<file path="src/pmcg_defs.vh">
// Constants shared by the power mode and clock gating controller
`ifndef PMCG_DEFS_VH
`define PMCG_DEFS_VH

// ----------------------------------------
// Register byte offsets
// ----------------------------------------
`define PMCG_OFS_CTRL 12'h000
`define PMCG_OFS_STOPIDLE 12'h004
`define PMCG_OFS_STATUS 12'h008

// ----------------------------------------
// Control register fields
// ----------------------------------------
`define PMCG_CTRL_RATIO_LSB 0
`define PMCG_CTRL_RATIO_MSB 2
`define PMCG_CTRL_DOZE 3
`define PMCG_CTRL_SRC_LSB 4
`define PMCG_CTRL_SRC_MSB 6
`define PMCG_CTRL_SWREQ 7
`define PMCG_CTRL_SWDT 8

// ----------------------------------------
// Status register fields (write one to clear the flags)
// ----------------------------------------
`define PMCG_STAT_STATE_LSB 0
`define PMCG_STAT_STATE_MSB 2
`define PMCG_STAT_SRC_LSB 3
`define PMCG_STAT_SRC_MSB 5
`define PMCG_STAT_WSLEEP 6
`define PMCG_STAT_WIDLE 7
`define PMCG_STAT_WDTWAKE 8

// ----------------------------------------
// Clock source codes
// ----------------------------------------
`define PMCG_SRC_FRC 3'h0
`define PMCG_SRC_FRCPLL 3'h1
`define PMCG_SRC_PRI 3'h2
`define PMCG_SRC_PRIPLL 3'h3
`define PMCG_SRC_SEC 3'h4
`define PMCG_SRC_LOW_POWER_RC_CLOCK 3'h5

// ----------------------------------------
// Timing
// ----------------------------------------
`define PMCG_OST_CYCLES 1024

`endif

</file>
<file path="src/pmcg_doze_div.v">
// Doze divider producing the processor clock enable
`timescale 1ns/10ps
module pmcg_doze_div
#(
  parameter CW = 7
)
(
  input wire pclk,
  input wire presetn,
  input wire [2:0] ratio,
  output reg tick
);

  // ----------------------------------------
  // Counter and latched limit
  // ----------------------------------------
  reg [CW-1:0] cnt; // Cycles since last tick
  reg [CW-1:0] limit; // Active ratio minus one

  // Ratio is only taken at a wrap so no enable pulse is ever cut short
  always @(posedge pclk or negedge presetn)
  begin
    if (!presetn)
    begin
      cnt <= {CW{1'b0}};
      limit <= {CW{1'b0}};
      tick <= 1'b1;
    end
    else if (cnt >= limit)
    begin
      cnt <= {CW{1'b0}};
      limit <= (({{(CW-1){1'b0}}, 1'b1}) << ratio) - {{(CW-1){1'b0}}, 1'b1};
      tick <= 1'b1;
    end
    else
    begin
      cnt <= cnt + {{(CW-1){1'b0}}, 1'b1};
      tick <= 1'b0;
    end
  end

endmodule // pmcg_doze_div

</file>
<file path="src/pmcg_ost.v">
// Oscillator start-up counter
`timescale 1ns/10ps
`include "pmcg_defs.vh"
module pmcg_ost
#(
  parameter COUNT = `PMCG_OST_CYCLES
)
(
  input wire pclk,
  input wire presetn,
  input wire start,
  output reg done
);

  // ----------------------------------------
  // Count oscillator cycles after a restart
  // ----------------------------------------
  reg [10:0] cnt; // Room for the full count
  reg busy; // Counting in progress

  // A fresh start always restarts the count from zero
  always @(posedge pclk or negedge presetn)
  begin
    if (!presetn)
    begin
      cnt <= 11'h000;
      busy <= 1'b0;
      done <= 1'b0;
    end
    else if (start)
    begin
      cnt <= 11'h000;
      busy <= 1'b1;
      done <= 1'b0;
    end
    else if (busy)
    begin
      cnt <= cnt + 11'h001;
      if (cnt == COUNT[10:0] - 11'h001)
      begin
        busy <= 1'b0;
        done <= 1'b1;
      end
    end
    else
    begin
      done <= 1'b0;
    end
  end

endmodule // pmcg_ost

</file>
<file path="src/pmcg_top.v">
// Power mode controller with clock gating and APB registers
`timescale 1ns/10ps
`include "pmcg_defs.vh"
module pmcg_top
#(
  parameter NPER = 8,
  parameter OST_COUNT = `PMCG_OST_CYCLES
)
(
  input wire pclk,
  input wire presetn,
  input wire psel,
  input wire penable,
  input wire pwrite,
  input wire [11:0] paddr,
  input wire [31:0] pwdata,
  output reg [31:0] prdata,
  output reg pready,
  output reg pslverr,
  input wire power_save_instruction_exec,
  input wire power_save_instruction_idle,
  input wire irq_wake,
  input wire wdt_timeout,
  input wire wdt_en_cfg,
  input wire clock_failure_monitor_en_cfg,
  input wire bor_en_cfg,
  input wire [2:0] cfg_clk_src,
  output reg cpu_clk_en,
  output reg sys_clk_en,
  output reg [NPER-1:0] periph_clk_en,
  output reg ext_periph_en,
  output reg osc_en,
  output reg [2:0] clk_src_sel,
  output reg clock_failure_monitor_active,
  output reg low_power_rc_clock_run,
  output reg bor_active,
  output reg wdt_clear,
  output reg wdt_reset_req,
  output reg cpu_resume
);

  // ----------------------------------------
  // States
  // ----------------------------------------
  localparam ST_RUN = 3'h0;
  localparam ST_SLEEP = 3'h1;
  localparam ST_IDLE = 3'h2;
  localparam ST_OST = 3'h3;
  localparam ST_SWOFF = 3'h4;
  localparam ST_SWON = 3'h5;

  // Sources that run from a crystal need a start-up wait
  function needs_ost;
    input [2:0] src;
    begin
      needs_ost = (src == `PMCG_SRC_PRI) || (src == `PMCG_SRC_PRIPLL) || (src == `PMCG_SRC_SEC);
    end
  endfunction

  // Codes above the last source are not permissible
  function src_ok;
    input [2:0] src;
    begin
      src_ok = (src <= `PMCG_SRC_LOW_POWER_RC_CLOCK);
    end
  endfunction

  // ----------------------------------------
  // Registers and internal signals
  // ----------------------------------------
  reg [2:0] state; // Power state
  reg [2:0] next_state; // Power state to come
  reg [2:0] doze_ratio; // Doze ratio code
  reg doze_en; // Doze mode on
  reg [2:0] sw_src; // Requested source
  reg sw_pend; // Switch requested, not yet taken
  reg swdt; // Software watchdog enable
  reg [NPER-1:0] stop_idle; // Stop-in-idle bits
  reg boot_load; // Configuration source not yet loaded
  reg flag_wsleep; // Woke from Sleep
  reg flag_widle; // Woke from Idle
  reg flag_wdtwake; // Watchdog woke from Sleep
  reg ost_start; // Start the oscillator counter
  wire ost_done; // Start-up count complete
  wire doze_tick; // Divided processor enable
  wire wdt_on; // Watchdog enabled by either control
  wire wake; // Any wake event
  wire acc; // Completing APB access
  wire wr; // Completing APB write
  wire ev_wsleep; // Sleep wake event
  wire ev_widle; // Idle wake event

  assign wdt_on = wdt_en_cfg | swdt;
  assign wake = irq_wake | wdt_timeout;
  assign acc = psel & penable & pready;
  assign wr = acc & pwrite;
  assign ev_wsleep = (state == ST_SLEEP) & wake;
  assign ev_widle = (state == ST_IDLE) & wake;

  // ----------------------------------------
  // Helper blocks
  // ----------------------------------------
  pmcg_doze_div #(.CW(7)) pmcg_doze_div_i
  (
    .pclk(pclk),
    .presetn(presetn),
    .ratio(doze_ratio),
    .tick(doze_tick)
  );

  pmcg_ost #(.COUNT(OST_COUNT)) pmcg_ost_i
  (
    .pclk(pclk),
    .presetn(presetn),
    .start(ost_start),
    .done(ost_done)
  );

  // ----------------------------------------
  // APB slave
  // ----------------------------------------
  // One wait state: pready rises in the second access cycle
  always @(posedge pclk or negedge presetn)
  begin
    if (!presetn)
    begin
      pready <= 1'b0;
      pslverr <= 1'b0;
      prdata <= 32'h00000000;
    end
    else if (psel && penable && !pready)
    begin
      pready <= 1'b1;
      pslverr <= 1'b0;
      prdata <= 32'h00000000;
      case (paddr)
        `PMCG_OFS_CTRL:
        begin
          prdata[`PMCG_CTRL_RATIO_MSB:`PMCG_CTRL_RATIO_LSB] <= doze_ratio;
          prdata[`PMCG_CTRL_DOZE] <= doze_en;
          prdata[`PMCG_CTRL_SRC_MSB:`PMCG_CTRL_SRC_LSB] <= sw_src;
          prdata[`PMCG_CTRL_SWREQ] <= sw_pend;
          prdata[`PMCG_CTRL_SWDT] <= swdt;
        end
        `PMCG_OFS_STOPIDLE:
          prdata[NPER-1:0] <= stop_idle;
        `PMCG_OFS_STATUS:
        begin
          prdata[`PMCG_STAT_STATE_MSB:`PMCG_STAT_STATE_LSB] <= state;
          prdata[`PMCG_STAT_SRC_MSB:`PMCG_STAT_SRC_LSB] <= clk_src_sel;
          prdata[`PMCG_STAT_WSLEEP] <= flag_wsleep;
          prdata[`PMCG_STAT_WIDLE] <= flag_widle;
          prdata[`PMCG_STAT_WDTWAKE] <= flag_wdtwake;
        end
        // Unmapped address answers with an error and zero data
        default:
          pslverr <= 1'b1;
      endcase
    end
    else
    begin
      pready <= 1'b0;
      pslverr <= 1'b0;
    end
  end

  // ----------------------------------------
  // Software control registers
  // ----------------------------------------
  // Writes land at the edge that completes the access
  always @(posedge pclk or negedge presetn)
  begin
    if (!presetn)
    begin
      doze_ratio <= 3'h0;
      doze_en <= 1'b0;
      sw_src <= `PMCG_SRC_FRC;
      sw_pend <= 1'b0;
      swdt <= 1'b0;
      stop_idle <= {NPER{1'b0}};
    end
    else
    begin
      if (state == ST_SWOFF)
      begin
        sw_pend <= 1'b0; // Request consumed
      end
      if (wr && paddr == `PMCG_OFS_CTRL)
      begin
        doze_ratio <= pwdata[`PMCG_CTRL_RATIO_MSB:`PMCG_CTRL_RATIO_LSB];
        doze_en <= pwdata[`PMCG_CTRL_DOZE];
        swdt <= pwdata[`PMCG_CTRL_SWDT];
        // Non-permissible source codes are ignored
        if (pwdata[`PMCG_CTRL_SWREQ] && src_ok(pwdata[`PMCG_CTRL_SRC_MSB:`PMCG_CTRL_SRC_LSB]))
        begin
          sw_src <= pwdata[`PMCG_CTRL_SRC_MSB:`PMCG_CTRL_SRC_LSB];
          sw_pend <= 1'b1;
        end
      end
      if (wr && paddr == `PMCG_OFS_STOPIDLE)
      begin
        stop_idle <= pwdata[NPER-1:0];
      end
    end
  end

  // ----------------------------------------
  // Wake flags, write one to clear
  // ----------------------------------------
  // A wake in the clearing cycle keeps its flag set
  always @(posedge pclk or negedge presetn)
  begin
    if (!presetn)
    begin
      flag_wsleep <= 1'b0;
      flag_widle <= 1'b0;
      flag_wdtwake <= 1'b0;
    end
    else
    begin
      flag_wsleep <= ev_wsleep | (flag_wsleep & ~(wr && paddr == `PMCG_OFS_STATUS && pwdata[`PMCG_STAT_WSLEEP]));
      flag_widle <= ev_widle | (flag_widle & ~(wr && paddr == `PMCG_OFS_STATUS && pwdata[`PMCG_STAT_WIDLE]));
      flag_wdtwake <= (ev_wsleep & wdt_timeout)
                      | (flag_wdtwake & ~(wr && paddr == `PMCG_OFS_STATUS && pwdata[`PMCG_STAT_WDTWAKE]));
    end
  end

  // ----------------------------------------
  // Next state
  // ----------------------------------------
  always @*
  begin
    next_state = state;
    case (state)
      ST_RUN:
      begin
        // Only the power-save instruction leads to Sleep or Idle
        if (power_save_instruction_exec && !boot_load)
          next_state = power_save_instruction_idle ? ST_IDLE : ST_SLEEP;
        else if (sw_pend && !boot_load)
          next_state = ST_SWOFF;
      end
      ST_SLEEP:
        if (wake)
          next_state = needs_ost(clk_src_sel) ? ST_OST : ST_RUN;
      ST_IDLE:
        if (wake)
          next_state = ST_RUN;
      ST_OST:
        if (ost_done)
          next_state = ST_RUN;
      ST_SWOFF:
        next_state = needs_ost(sw_src) ? ST_OST : ST_SWON;
      ST_SWON:
        next_state = ST_RUN;
      default:
        next_state = ST_RUN;
    endcase
  end

  // ----------------------------------------
  // State register and source selection
  // ----------------------------------------
  // The source is changed only while every clock is gated off,
  // so no shortened pulse can reach the processor or peripherals
  always @(posedge pclk or negedge presetn)
  begin
    if (!presetn)
    begin
      state <= ST_RUN;
      boot_load <= 1'b1;
      clk_src_sel <= `PMCG_SRC_FRC;
      ost_start <= 1'b0;
    end
    else
    begin
      state <= next_state;
      ost_start <= (next_state == ST_OST) && (state != ST_OST);
      if (boot_load)
      begin
        boot_load <= 1'b0;
        clk_src_sel <= src_ok(cfg_clk_src) ? cfg_clk_src : `PMCG_SRC_FRC;
      end
      else if (state == ST_SWOFF)
      begin
        clk_src_sel <= sw_src;
      end
    end
  end

  // ----------------------------------------
  // Clock gating and power outputs
  // ----------------------------------------
  // All enables are flops, so the gating cells see clean levels
  always @(posedge pclk or negedge presetn)
  begin
    if (!presetn)
    begin
      cpu_clk_en <= 1'b0;
      sys_clk_en <= 1'b0;
      periph_clk_en <= {NPER{1'b0}};
      ext_periph_en <= 1'b0;
      osc_en <= 1'b0;
      clock_failure_monitor_active <= 1'b0;
      low_power_rc_clock_run <= 1'b0;
      bor_active <= 1'b0;
      wdt_clear <= 1'b0;
      wdt_reset_req <= 1'b0;
      cpu_resume <= 1'b0;
    end
    else
    begin
      ext_periph_en <= 1'b1;
      bor_active <= bor_en_cfg;
      // Clear the watchdog on the way into either low-power state
      wdt_clear <= wdt_on && state == ST_RUN && (next_state == ST_SLEEP || next_state == ST_IDLE);
      // Timeout outside Sleep resets; in Sleep it only wakes
      wdt_reset_req <= wdt_timeout && state != ST_SLEEP;
      cpu_resume <= ev_widle || (state != ST_RUN && state != ST_IDLE && next_state == ST_RUN
                                 && state != ST_SWON && state != ST_SWOFF);
      case (next_state)
        ST_SLEEP:
        begin
          cpu_clk_en <= 1'b0;
          sys_clk_en <= 1'b0;
          periph_clk_en <= {NPER{1'b0}};
          osc_en <= 1'b0;
          clock_failure_monitor_active <= 1'b0;
          low_power_rc_clock_run <= wdt_on;
        end
        ST_IDLE:
        begin
          cpu_clk_en <= 1'b0;
          sys_clk_en <= 1'b1;
          periph_clk_en <= ~stop_idle;
          osc_en <= 1'b1;
          clock_failure_monitor_active <= clock_failure_monitor_en_cfg;
          low_power_rc_clock_run <= wdt_on | clock_failure_monitor_en_cfg;
        end
        ST_OST, ST_SWOFF, ST_SWON:
        begin
          // Processor, system and peripheral clocks held off while the new source settles
          cpu_clk_en <= 1'b0;
          sys_clk_en <= 1'b0;
          periph_clk_en <= {NPER{1'b0}};
          osc_en <= 1'b1;
          clock_failure_monitor_active <= 1'b0;
          low_power_rc_clock_run <= wdt_on | clock_failure_monitor_en_cfg;
        end
        default:
        begin
          // Run, with Doze slowing only the processor; peripherals
          // keep full rate and processor enables stay on their grid
          cpu_clk_en <= doze_en ? doze_tick : 1'b1;
          sys_clk_en <= 1'b1;
          periph_clk_en <= {NPER{1'b1}};
          osc_en <= 1'b1;
          clock_failure_monitor_active <= clock_failure_monitor_en_cfg;
          low_power_rc_clock_run <= wdt_on | clock_failure_monitor_en_cfg;
        end
      endcase
    end
  end

endmodule // pmcg_top

</file>
<file path="config.mk">
export PLATFORM = sky130hd
export DESIGN_NAME = pmcg_top
export DESIGN_NICKNAME = d
export VERILOG_FILES = /design/src/pmcg_doze_div.v /design/src/pmcg_ost.v /design/src/pmcg_top.v
export VERILOG_INCLUDE_DIRS = /design/src /design/src/src
export SDC_FILE = /design/constraint.sdc
export NUM_CORES = 1
export LEC_CHECK = 0
export ABC_CLOCK_PERIOD_IN_PS = 5500
export BUFFER_PORTS_ARGS = -buffer_cell sky130_fd_sc_hd__buf_4
export CAP_MARGIN = 10
export CORE_MARGIN = 4
export CORE_UTILIZATION = 30
export DETAILED_ROUTE_END_ITERATION = 6
export GPL_ROUTABILITY_DRIVEN = 0
export HOLD_SLACK_MARGIN = 0.08
export PLACE_DENSITY = 0.52
export SKIP_CTS_REPAIR_TIMING = 1
export SLEW_MARGIN = 20
export SYNTH_ARGS = -nofsm -noshare
export SYNTH_HDL_FRONTEND = slang
export SYNTH_SLANG_ARGS = --single-unit
</file>
<file path="constraint.sdc">
create_clock -name pclk -period 5.5 [get_ports pclk]
set_input_delay 0.825 -clock pclk [delete_from_list [all_inputs] [get_ports pclk]]
set_output_delay 0.825 -clock pclk [all_outputs]
set_load 0.005 [all_outputs]
</file>
# --- Yosys cells after proc, flatten, opt, wreduce, memory -nomap -nowiden ---
# Cells that the tools add are included.
word_totals:
  out_inout_bits: 55
  reg_bits: 85
  inputBits: 59
  elab_cells: 157
classes:
  shift: 1
  n_mux: 37
  n_eq_ne: 24
  n_bitwise: 19
  reduce_logical: 37
  n_lt_le_gt_ge: 3
  n_addsub: 3
ops:
  columns: ["operator", "n"]
  rows:
  - ["$mux W3", 9]
  - ["$eq A3 B2 Y1 const B", 8]
  - ["$pmux W8 S3", 1]
  - ["$mux W11", 2]
  - ["$logic_and A1 B1 Y1", 19]
  - ["$mux W1", 19]
  - ["$pmux W8 S2", 1]
  - ["$eq A3 B3 Y1 const B", 5]
  - ["$pmux W3 S5", 1]
  - ["$eq A12 B3 Y1 const B", 1]
  - ["$eq A12 B4 Y1 const B", 1]
  - ["$logic_not A12 Y1", 1]
  - ["$add A11 B1 Y11 const B", 1]
  - ["$eq A11 B10 Y1 const B", 1]
  - ["$and A1 B1 Y1", 9]
  - ["$ne A3 B3 Y1 const B", 3]
  - ["$not A8 Y8", 1]
  - ["$add A7 B1 Y7 const B", 1]
  - ["$ge A7 B7 Y1", 1]
  - ["$mux W7", 1]
  - ["$shl A1 B3 Y7 const A", 1]
  - ["$sub A7 B1 Y7 const B", 1]
  - ["$eq A3 B1 Y1 const B", 2]
  - ["$le A3 B3 Y1 const B", 2]
  - ["15 further kinds", 32]

# --- Depth between registers and ports, before layout ---
# Gate-level depths: netlist (run 1).
logic_depth:
  depth_word: 11
  mapped_depth: 8

# --- Hierarchy ---
# A second synthesis (run 1) with hierarchy kept.
unflattened:
  cells_unflattened: 384
  hier_area_um2: 4073.9
by_module_without_submodules:
  columns: ["module", "n_inst", "seq_area_each_um2", "cells_per_inst", "area_each_um2"]
  rows:
  - ["pmcg_top", 1, 1427.6, 252, 2650.0]
  - ["pmcg_doze_div", 1, 376.6, 71, 785.8]
  - ["pmcg_ost", 1, 325.3, 61, 638.1]

# --- Worst setup path after synthesis (run 1) ---
# Ideal clock, no wire load.
synth_timing:
  path_kind: "input port to flip-flop"
  from: "input port paddr[9]"
  to: "register sw_src[0]"
  path_slack_ns: 2.954
  required_time_ns: 5.375
  cell_stages: 6
  setup_ns: 0.125
  arrival_time_ns: 2.421
  path_buffers: 1
  path_cell_list: "or4_4 or4_4 buf_6 clkinv_2 nand3_2 mux2_4"
synth_via:
  elab_chain_cells: 3
synth_rtl:
  columns: ["item", "line_no", "source"]
  rows:
  - ["start, declared", "pmcg_top.v:15", "input wire [11:0] paddr,"]
  - ["$logic_not A12 Y1", null, null]
  - ["$logic_and A1 B1 Y1 (no source line)", null, null]
  - ["$reduce_and A2 Y1 (no source line)", null, null]
  - ["end signal, assigned", "pmcg_top.v:177", "sw_src <= `PMCG_SRC_FRC;"]
  - ["end signal, assigned", "pmcg_top.v:196", "sw_src <= pwdata[`PMCG_CTRL_SRC_MSB:`PMCG_CTRL_SRC_LSB];"]
  - ["end, declared", "pmcg_top.v:75", "reg [2:0] sw_src;"]
# Every way passes these cells.
# A chain may end at the register's enable or synchronous reset.

# --- Final worst setup path (run 1) ---
layout_timing:
  from: "input port paddr[5]"
  to: "register prdata[0]"
layout_via:
  elab_chain_cells: 2
  word_cells_on_any_way: 4
  classes_between: "2 x eq/ne; 1 x mux; 1 x reduce/logical"
layout_rtl:
  columns: ["item", "line_no", "source"]
  rows:
  - ["$eq A12 B4 Y1 (tied with other cells)", "pmcg_top.v:136", "case (paddr)"]
  - ["$pmux W8 S3 (*)", "pmcg_top.v:136", null]
  - ["end signal, assigned by index", "pmcg_top.v:139", "prdata[`PMCG_CTRL_RATIO_MSB:`PMCG_CTRL_RATIO_LSB] <= doze_ratio;"]
  - ["end signal, assigned by index", "pmcg_top.v:140", "prdata[`PMCG_CTRL_DOZE] <= doze_en;"]
  - ["end signal, assigned by index", "pmcg_top.v:141", "prdata[`PMCG_CTRL_SRC_MSB:`PMCG_CTRL_SRC_LSB] <= sw_src;"]
  - ["end, declared", "pmcg_top.v:17", "output reg [31:0] prdata,"]
# Every way passes the cells marked *; elsewhere a longest branch is shown, timed or not.

==> out/metrics.cfg, run 1 <==
[status]
outcome = completed

[drt]
post_detailed_route_via_to_cell_ratio = 4.66
drtAntennaViolNets = 0
drt-pass1-iter-count = 5
drt_first_iter_violations = 213
drc_violations = 0
routed_via_count = 2810
routedWlPerCell_um = 15.2
finalWirelength_mm = 9.18

[setup_path]
endpoint_kind = flip-flop
timing.reg2reg.setup_slack_ns = 3.21
worstSetupStartpointType = input pin
critPathKind = input pin to flip-flop
rr_endpoint = low_power_rc_clock_run
r2r-start = state[2]
worst-endpoint-arrival_ns = 2.86
ff2ff_path_depth = 5
path_max_fanout = 8
crit_required_ns = 5.75

[timing]
worst_hold_slack_ns = 0.473
timing.final.crit_share_pct = 47.4
achievable-frequency_mhz = 383
max_slew_margin_pct = 32.8
timing.setup.tns_ns = 0
setup_viol = 0
rsz0062_at_grt = false
skew_ns = 0.00906
post-route-worst-setup-slack_ns = 2.89
period_minus_slack_ns = 2.61
tightest_slew_ns = 1.00
report.final.slew_viol_count = 0
final-hold-violation-count = 0

[clock_tree]
htreeDepth = 3
cts.clk_slew.worst_paths_ns = 0.06
cts_made_buffers = 9
tritoncts_num_sinks = 85
cts_root_buf = sky130_fd_sc_hd__clkbuf_16
cts_tree = built
maximum_buffer_depth_of_the_clock_tree = 2
worstSkewPairLatency_ns = 0.34

[logic_synthesis]
yosys_most_used_dff = sky130_fd_sc_hd__dfrtp_1
post-synth-top-area-fraction_pct = 51.9
synth-warning-count = 0
per_instance_average_area_after_synthesis_um2 = 11.2
post-synth-top-area-cell = sky130_fd_sc_hd__dfrtp_1
synth.area.top_cells = sky130_fd_sc_hd__dfrtp_1 52%, sky130_fd_sc_hd__buf_4 4.7%, sky130_fd_sc_hd__mux2_2 4.5%
synth-edff-count = 0
synth.most_common_cell = sky130_fd_sc_hd__dfrtp_1
synth_cells = 358
synth_area_um2 = 4000
synth.yosys.seq_area_share_pct = 53.2
synth_cell_type_count = 53
synthTopCellsByCount = 83 x sky130_fd_sc_hd__dfrtp_1, 30 x sky130_fd_sc_hd__nor2_1, 25 x sky130_fd_sc_hd__buf_4
postSynth.asyncResetShare_pct = 100
yosys_register_bits = 85

[die]
design.core.area_um2 = 12800
initial_core_util_pct = 31.2
floorplan.io_pins = 114
std_cell_rows = 41
die_area_um2 = 15200
dieHeight_um = 123
dieWidth_um = 123

[hold_path]
min-delay-path-class = input pin to asynchronous set/reset pin

[power_and_ir_drop]
max_vdd_drop_v = 0.000141
power-per-cell-area_nw_per_um2 = 380
post-layout-total-power_mw = 1.87
cellLeakagePower_nw = 2.26

[final_layout]
antennaDiodeCount = 0
syn_to_final_growth_pct = 23.3
drive_above_1_share_pct = 28.1
final_stage_net_count = 494

[global_route]
vias_in_the_first_global_route = 2818
groute.usage.overall_pct = 12.7
antenna_violations_before_repair = 0
grt_residual_overflow = 0
grt_start_max_net_pins = 44
grt_first_pass_wirelength_mm = 14.7

[placed_design]
dp_slack_ns = 2.54
dp_hpwl_mm = 6.89
buffer_ports.inserted = 67

[run]
drv.max_cap_violation_count = 0

-- cells by family after synthesis --
family / count (synthesis) / synth area share, %
AOI/OAI and AO/OA: 64 / 10.4
and+or+nand+nor: 108 / 15.7
buffers and inverters: 49 / 7.23
other: 2 / 0.188
DFF: 85 / 53.2
xor gates and xnor gates: 14 / 3.07
muxes: 27 / 7.38
adders and majority gates: 9 / 2.82
-- critical path, cell delays in order --
cell                      delay [ns]
sky130_fd_sc_hd__buf_4          0.11
sky130_fd_sc_hd__nor4_1         0.46
sky130_fd_sc_hd__nand2_1        0.24
sky130_fd_sc_hd__nor3_1         0.86
sky130_fd_sc_hd__a22oi_1        0.16
sky130_fd_sc_hd__o21ai_0        0.20
-- how the worst max path moves through the flow --
stage	cells after the start	slack, ns	from	end
floorplan	6	2.95	paddr[9]	sw_src[0]
CTS	6	2.87	paddr[5]	prdata[6]
finish	6	2.89	paddr[5]	prdata[0]
global route	6	2.70	paddr[5]	prdata[7]
detailed placement	6	2.54	paddr[5]	prdata[6]
global placement	6	2.56	paddr[9]	flag_wdtwake
-- placed cells by master, fill, tap and decap left out, types with 3 or more instances in the layout --
cell and n:
sky130_fd_sc_hd__or4_1 3, sky130_fd_sc_hd__nand2b_1 4, sky130_fd_sc_hd__a22oi_1 16, sky130_fd_sc_hd__xnor2_1 6, sky130_fd_sc_hd__ha_1 9, sky130_fd_sc_hd__nor2_1 30, sky130_fd_sc_hd__nor3b_2 3, sky130_fd_sc_hd__o21ai_0 15
sky130_fd_sc_hd__inv_1 13, sky130_fd_sc_hd__nor3_1 5, sky130_fd_sc_hd__a21o_1 3, sky130_fd_sc_hd__buf_4 69, sky130_fd_sc_hd__dfrtp_1 83, sky130_fd_sc_hd__a21oi_1 15, sky130_fd_sc_hd__conb_1 25, sky130_fd_sc_hd__nand4_1 7
sky130_fd_sc_hd__nand3_1 6, sky130_fd_sc_hd__xor2_1 8, sky130_fd_sc_hd__mux2_2 16, sky130_fd_sc_hd__o31ai_1 3, sky130_fd_sc_hd__nor3b_1 3, sky130_fd_sc_hd__clkbuf_16 9, sky130_fd_sc_hd__or3_1 3, sky130_fd_sc_hd__nor2b_1 4
sky130_fd_sc_hd__nand2_1 20, sky130_fd_sc_hd__or2_2 4, sky130_fd_sc_hd__nand3b_1 3, sky130_fd_sc_hd__mux2i_1 10, sky130_fd_sc_hd__bufinv_16 3
-- report_power, final --
| group | leakage, nW | internal, mW | switching, mW | total (mW) |
|---|---|---|---|---|
| clock network | 0.162 | 0.446 | 0.254 | 0.700 |
| logic | 1.01 | 0.178 | 0.188 | 0.366 |
| registers | 1.09 | 0.721 | 0.0863 | 0.807 |
-- cell type report --
| type | count | area [um^2] |
|---|---|---|
| Clock buffer | 9 | 225 |
| Clock inverter | 7 | 123 |
| Fill cell | 1274 | 7890 |
| Inverter | 14 | 53.8 |
| Multi-Input combinational cell | 247 | 1670 |
| Sequential cell | 85 | 2130 |
| Tap cell | 172 | 215 |
| Timing Repair Buffer | 69 | 518 |
-- registers in the layout (all words and copies together), names as in the netlist, 3 cells and up --
register	flops
pmcg_doze_div_i.limit	7
pmcg_ost_i.cnt	11
pmcg_doze_div_i.cnt	7
periph_clk_en	8
sw_src	3
clk_src_sel	3
state	3
prdata	9
doze_ratio	3
stop_idle	8
-- through the flow --
stage | area [um^2] | cells | utilization, %
after detailed placement | 4580 | 587 | 35.7
after global routing | 4930 | 603 | 38.5
after floorplan | 4090 | 381 | -
after CTS | 4930 | 603 | 38.5
after global placement | 4580 | 587 | 35.7
final | 4930 | 603 | 38.5
-- per-layer routing --
layer | vias up | track usage (%) | wire (um)
li1 | 1345 | - | -
met5 | - | 0 | 0
met3 | 13 | 2.52 | 557
met2 | 85 | 19.8 | 4220
met4 | 0 | 5.40 | 166
met1 | 1367 | 17.3 | 4240
No activity file was read; power rests on OpenSTA's default activity.
==> run 2: changes to the inputs <==
ABC_CLOCK_PERIOD_IN_PS = 2500   (was 5500)
clock period = 2.5 ns   (was 5.5 ns; I/O delays follow)
==> out/metrics.cfg, run 2 (synthesis gave the netlist of run 1 again) <==
[status]
outcome = completed

[die]
std_cell_rows = 41
dieWidth_um = 123
die_area_um2 = 15200
floorplan.io_pins = 114
initial_core_util_pct = 31.2
dieHeight_um = 123
design.core.area_um2 = 12800

[setup_path]
rr_endpoint = low_power_rc_clock_run
critPathKind = flip-flop to flip-flop
endpoint_kind = flip-flop
ff2ff_path_depth = 5
worstSetupStartpointType = flip-flop
bufs_and_invs_on_worst_path = 0
critPathMaxStageDelay_ns = 0.52
timing.reg2reg.setup_slack_ns = 0.28
worst-endpoint-arrival_ns = 2.44
crit_path_top_delay_cell = sky130_fd_sc_hd__or4b_4
r2r-start = state[1]
cp_cell_sequence = nor3b_1 -> o31ai_1 -> o211ai_1 -> or4b_4 -> a211o_1
path_delay_family = simple AND/OR/NAND/NOR gates
path_max_fanout = 8
crit_required_ns = 2.72

[final_layout]
drive_above_1_share_pct = 29.1
final_stage_net_count = 503
largest_register_ffs = 11
final-instance-count-excl-fill = 612
antennaDiodeCount = 0
final_common_cell = sky130_fd_sc_hd__dfrtp_1
mostFrequentLayoutCells = 83 x sky130_fd_sc_hd__dfrtp_1, 78 x sky130_fd_sc_hd__buf_4, 30 x sky130_fd_sc_hd__nor2_1
largest-register = pmcg_ost_i.cnt
syn_to_final_growth_pct = 23.3
stdcell_area_um2 = 4930
reg.largest.list = pmcg_ost_i.cnt: 11 flops, prdata: 9 flops

[clock_tree]
maximum_buffer_depth_of_the_clock_tree = 2
htreeDepth = 3
cts_made_buffers = 9
tritoncts_num_sinks = 85
cts.clk_slew.worst_paths_ns = 0.06
cts_tree = built
cts_root_buf = sky130_fd_sc_hd__clkbuf_16
worstSkewPairLatency_ns = 0.34

[power_and_ir_drop]
p_int_mw = 2.72
swShare_pct = 29.4
power-per-cell-area_nw_per_um2 = 782
p_comb_share_pct = 22.0
max_vdd_drop_v = 0.000307
power_frac_seq_pct = 45.6
power_frac_clock_pct = 32.4
post-layout-total-power_mw = 3.86
cellLeakagePower_nw = 2.28
total_switching_power_mw = 1.13

[timing]
post-route-worst-setup-slack_ns = 0.282
max_slew_margin_pct = 41.4
timing.setup.tns_ns = 0
period_minus_slack_ns = 2.22
timing.final.crit_share_pct = 88.7
rsz0062_at_grt = false
achievable-frequency_mhz = 451
tightest_slew_ns = 0.874
setup_viol = 0
report.final.slew_viol_count = 0
final-hold-violation-count = 0
skew_ns = 0.00536

[placed_design]
place.detailed.instances = 596
buffer_ports.inserted = 67
dp_hpwl_mm = 7.15
placedInstanceArea_um2 = 4650
dp_slack_ns = 0.232

[global_route]
grt_residual_overflow = 0
antenna_violations_before_repair = 0
grt_first_pass_wirelength_mm = 15.3
grt_start_max_net_pins = 48
vias_in_the_first_global_route = 2986
groute.usage.overall_pct = 13.0

[hold_path]
min-delay-path-class = input pin to asynchronous set/reset pin

[drt]
drt-pass1-iter-count = 4
finalWirelength_mm = 9.38
drt_first_iter_violations = 136
drtAntennaViolNets = 0
drc_violations = 0
post_detailed_route_via_to_cell_ratio = 4.62
routedWlPerCell_um = 15.3
routed_via_count = 2826

[run]
drv.max_cap_violation_count = 0

run 2: worst register-to-register path: stages (launching register included):
cell	delay (ns)
sky130_fd_sc_hd__dfrtp_1	0.50
sky130_fd_sc_hd__nor3b_1	0.45
sky130_fd_sc_hd__o31ai_1	0.16
sky130_fd_sc_hd__o211ai_1	0.16
sky130_fd_sc_hd__or4b_4	0.52
sky130_fd_sc_hd__a211o_1	0.31
run 2: final cells by class:
class / instances / area, um^2
clock buffers: 13 / 260
clock inverters: 3 / 20.0
fillers: 1289 / 7890
inverters: 14 / 53.8
multi-input cells: 247 / 1670
flip-flops and latches: 85 / 2130
well taps: 172 / 215
repair buffers: 78 / 586
run 2: how the worst max path moves through the flow:
stage | start | to | slack (ns) | depth (start not counted)
2_1_floorplan | paddr[9] | sw_src[0] | 0.40 | 6
3_3_place_gp | paddr[5] | sw_src[0] | 0.25 | 6
3_5_place_dp | paddr[5] | sw_src[0] | 0.23 | 6
4_1_cts | pmcg_doze_div_i.cnt[0] | pmcg_doze_div_i.limit[0] | 0.27 | 7
5_1_grt | pmcg_doze_div_i.cnt[0] | pmcg_doze_div_i.limit[3] | 0.07 | 7
6_report | state[1] | low_power_rc_clock_run | 0.28 | 5
run 2: per-stage QoR:
step	util, %	hold slack, ns
after floorplan	-	0.0794
after global placement	36.3	0.427
after detailed placement	36.3	0.435
after CTS	38.5	0.0800
after global routing	38.5	0.102
final	38.5	0.0516
run 2: per-layer routing:
layer | GRT usage, % | wire length [um]
met1 | 17.8 | 4390
met2 | 20.6 | 4360
met3 | 2.15 | 492
met4 | 5.12 | 139
met5 | 0 | 0
run 2: power groups by stage:
stage | Combinational [mW] | Sequential (mW) | Clock (mW)
floorplan | 0.553 | 1.71 | 0
global placement | 0.854 | 1.78 | 0
detailed placement | 0.867 | 1.79 | 0
CTS | 0.871 | 1.76 | 1.28
global route | 0.965 | 1.79 | 1.33
finish | 0.847 | 1.76 | 1.25
==> run 3: changes to the inputs <==
ABC_CLOCK_PERIOD_IN_PS = 2900   (was 2500)
clock period = 2.9 ns   (was 2.5 ns; I/O delays follow)
==> out/metrics.cfg, run 3 (synthesis gave the netlist of run 1 again) <==
[timing]
timing.setup.tns_ns = 0
achievable-frequency_mhz = 430
skew_ns = 0.0122
rsz0062_at_grt = false
timing.final.crit_share_pct = 80.2
period_minus_slack_ns = 2.33
final-hold-violation-count = 0
tightest_slew_ns = 0.555
report.final.slew_viol_count = 0
setup_viol = 0
max_slew_margin_pct = 62.9

[setup_path]
worstSetupStartpointType = flip-flop
cp_cell_sequence = nor3b_1 -> o31ai_1 -> o211ai_1 -> or4b_4 -> a211oi_1
critPathKind = flip-flop to flip-flop
endpoint_kind = flip-flop
ff2ff_path_depth = 5
bufs_and_invs_on_worst_path = 0
rr_endpoint = wdt_clear
path_max_fanout = 8
crit_path_top_delay_cell = sky130_fd_sc_hd__dfrtp_1
timing.reg2reg.setup_slack_ns = 0.57
path_delay_family = simple AND/OR/NAND/NOR gates
critPathMaxStageDelay_ns = 0.55
r2r-start = state[0]
crit_required_ns = 3.11
worst-endpoint-arrival_ns = 2.53

[global_route]
grt_residual_overflow = 0
grt_first_pass_wirelength_mm = 14.4
vias_in_the_first_global_route = 2797
groute.usage.overall_pct = 12.4
grt_start_max_net_pins = 86
antenna_violations_before_repair = 0
top_usage_layer = met2
global_route_met2_usage_pct = 19.0
grt_util_met3_pct = 2.20
global_route.usage.met1_pct = 17.4

[drt]
routedWlPerCell_um = 15.1
drtAntennaViolNets = 0
drt-pass1-iter-count = 4
drc_violations = 0
routed_via_count = 2827
post_detailed_route_via_to_cell_ratio = 4.65
finalWirelength_mm = 9.19
drt_first_iter_violations = 146

[power_and_ir_drop]
power_frac_clock_pct = 36.3
power-per-cell-area_nw_per_um2 = 706
swShare_pct = 28.9
p_comb_share_pct = 20.2
p_int_mw = 2.49
power_frac_seq_pct = 43.5
total_switching_power_mw = 1.01
max_vdd_drop_v = 0.000299
cellLeakagePower_nw = 2.29

[die]
std_cell_rows = 41
dieHeight_um = 123
initial_core_util_pct = 31.2
floorplan.io_pins = 114
die_area_um2 = 15200
dieWidth_um = 123
design.core.area_um2 = 12800

[final_layout]
fill_cells = 1287
largest_register_ffs = 11
final_stage_net_count = 499
largest-register = pmcg_ost_i.cnt
final_common_cell = sky130_fd_sc_hd__dfrtp_1
drive_above_1_share_pct = 28.9
reg.largest.list = pmcg_ost_i.cnt: 11 flops, prdata: 9 flops
antennaDiodeCount = 0
stdcell_area_um2 = 4970
mostFrequentLayoutCells = 83 x sky130_fd_sc_hd__dfrtp_1, 73 x sky130_fd_sc_hd__buf_4, 30 x sky130_fd_sc_hd__nor2_1
syn_to_final_growth_pct = 24.2

[clock_tree]
tritoncts_num_sinks = 85
worstSkewPairLatency_ns = 0.34
cts.clk_slew.worst_paths_ns = 0.07
cts_tree = built
cts_made_buffers = 9
maximum_buffer_depth_of_the_clock_tree = 2
htreeDepth = 3
cts_root_buf = sky130_fd_sc_hd__clkbuf_16

[placed_design]
buffer_ports.inserted = 67
dp_hpwl_mm = 6.75
placedInstanceArea_um2 = 4630

[hold_path]
min-delay-path-class = input pin to asynchronous set/reset pin

[status]
outcome = completed

[run]
drv.max_cap_violation_count = 0

run 3: worst max path at each step:
stage,cells after the start,start,slack (ns),endpoint
final,5,state[0],0.57,wdt_clear
after CTS,5,state[0],0.55,wdt_clear
after detailed placement,6,paddr[9],0.45,stop_idle[4]
after floorplan,6,paddr[9],0.74,sw_src[0]
after global routing,5,state[0],0.38,wdt_clear
after global placement,6,paddr[9],0.51,stop_idle[7]
run 3: power groups by stage:
stage	Sequential (mW)	Combinational, mW	Clock, mW
final	1.53	0.707	1.27
after CTS	1.53	0.725	1.30
after global routing	1.55	0.789	1.36
after global placement	1.55	0.702	0
after detailed placement	1.55	0.720	0
after floorplan	1.47	0.477	0
run 3: worst reg2reg max path, stage by stage (launching register included):
cell and delay (ns):
sky130_fd_sc_hd__dfrtp_1 0.55, sky130_fd_sc_hd__nor3b_1 0.45, sky130_fd_sc_hd__o31ai_1 0.16, sky130_fd_sc_hd__o211ai_1 0.16
sky130_fd_sc_hd__or4b_4 0.52, sky130_fd_sc_hd__a211oi_1 0.36
run 3: final cells by class:
cell class / instances / area (um^2) / area share (%)
flip-flops and latches: 85 / 2130 / 42.9
multi-input cells: 247 / 1670 / 33.6
repair buffers: 74 / 568 / 11.4
clock buffers: 10 / 239 / 4.81
well taps: 172 / 215 / 4.33
clock inverters: 6 / 93.8 / 1.89
inverters: 14 / 53.8 / 1.08
run 3: routing by layer:
metal	vias to the layer above	routed length, um
met2	84	4210
li1	1360	-
met3	10	501
met4	0	149
met5	-	0
met1	1373	4320
run 3: stage by stage:
step	power, mW	setup WS (ns)	util (%)	instances	hold slack, ns
2_1_floorplan	1.95	0.744	-	381	0.139
3_3_place_gp	2.26	0.506	36.1	592	0.473
3_5_place_dp	2.27	0.448	36.1	592	0.469
4_1_cts	3.55	0.553	38.7	608	0.148
5_1_grt	3.70	0.381	38.7	608	0.156
6_report	3.50	0.574	38.7	608	0.125
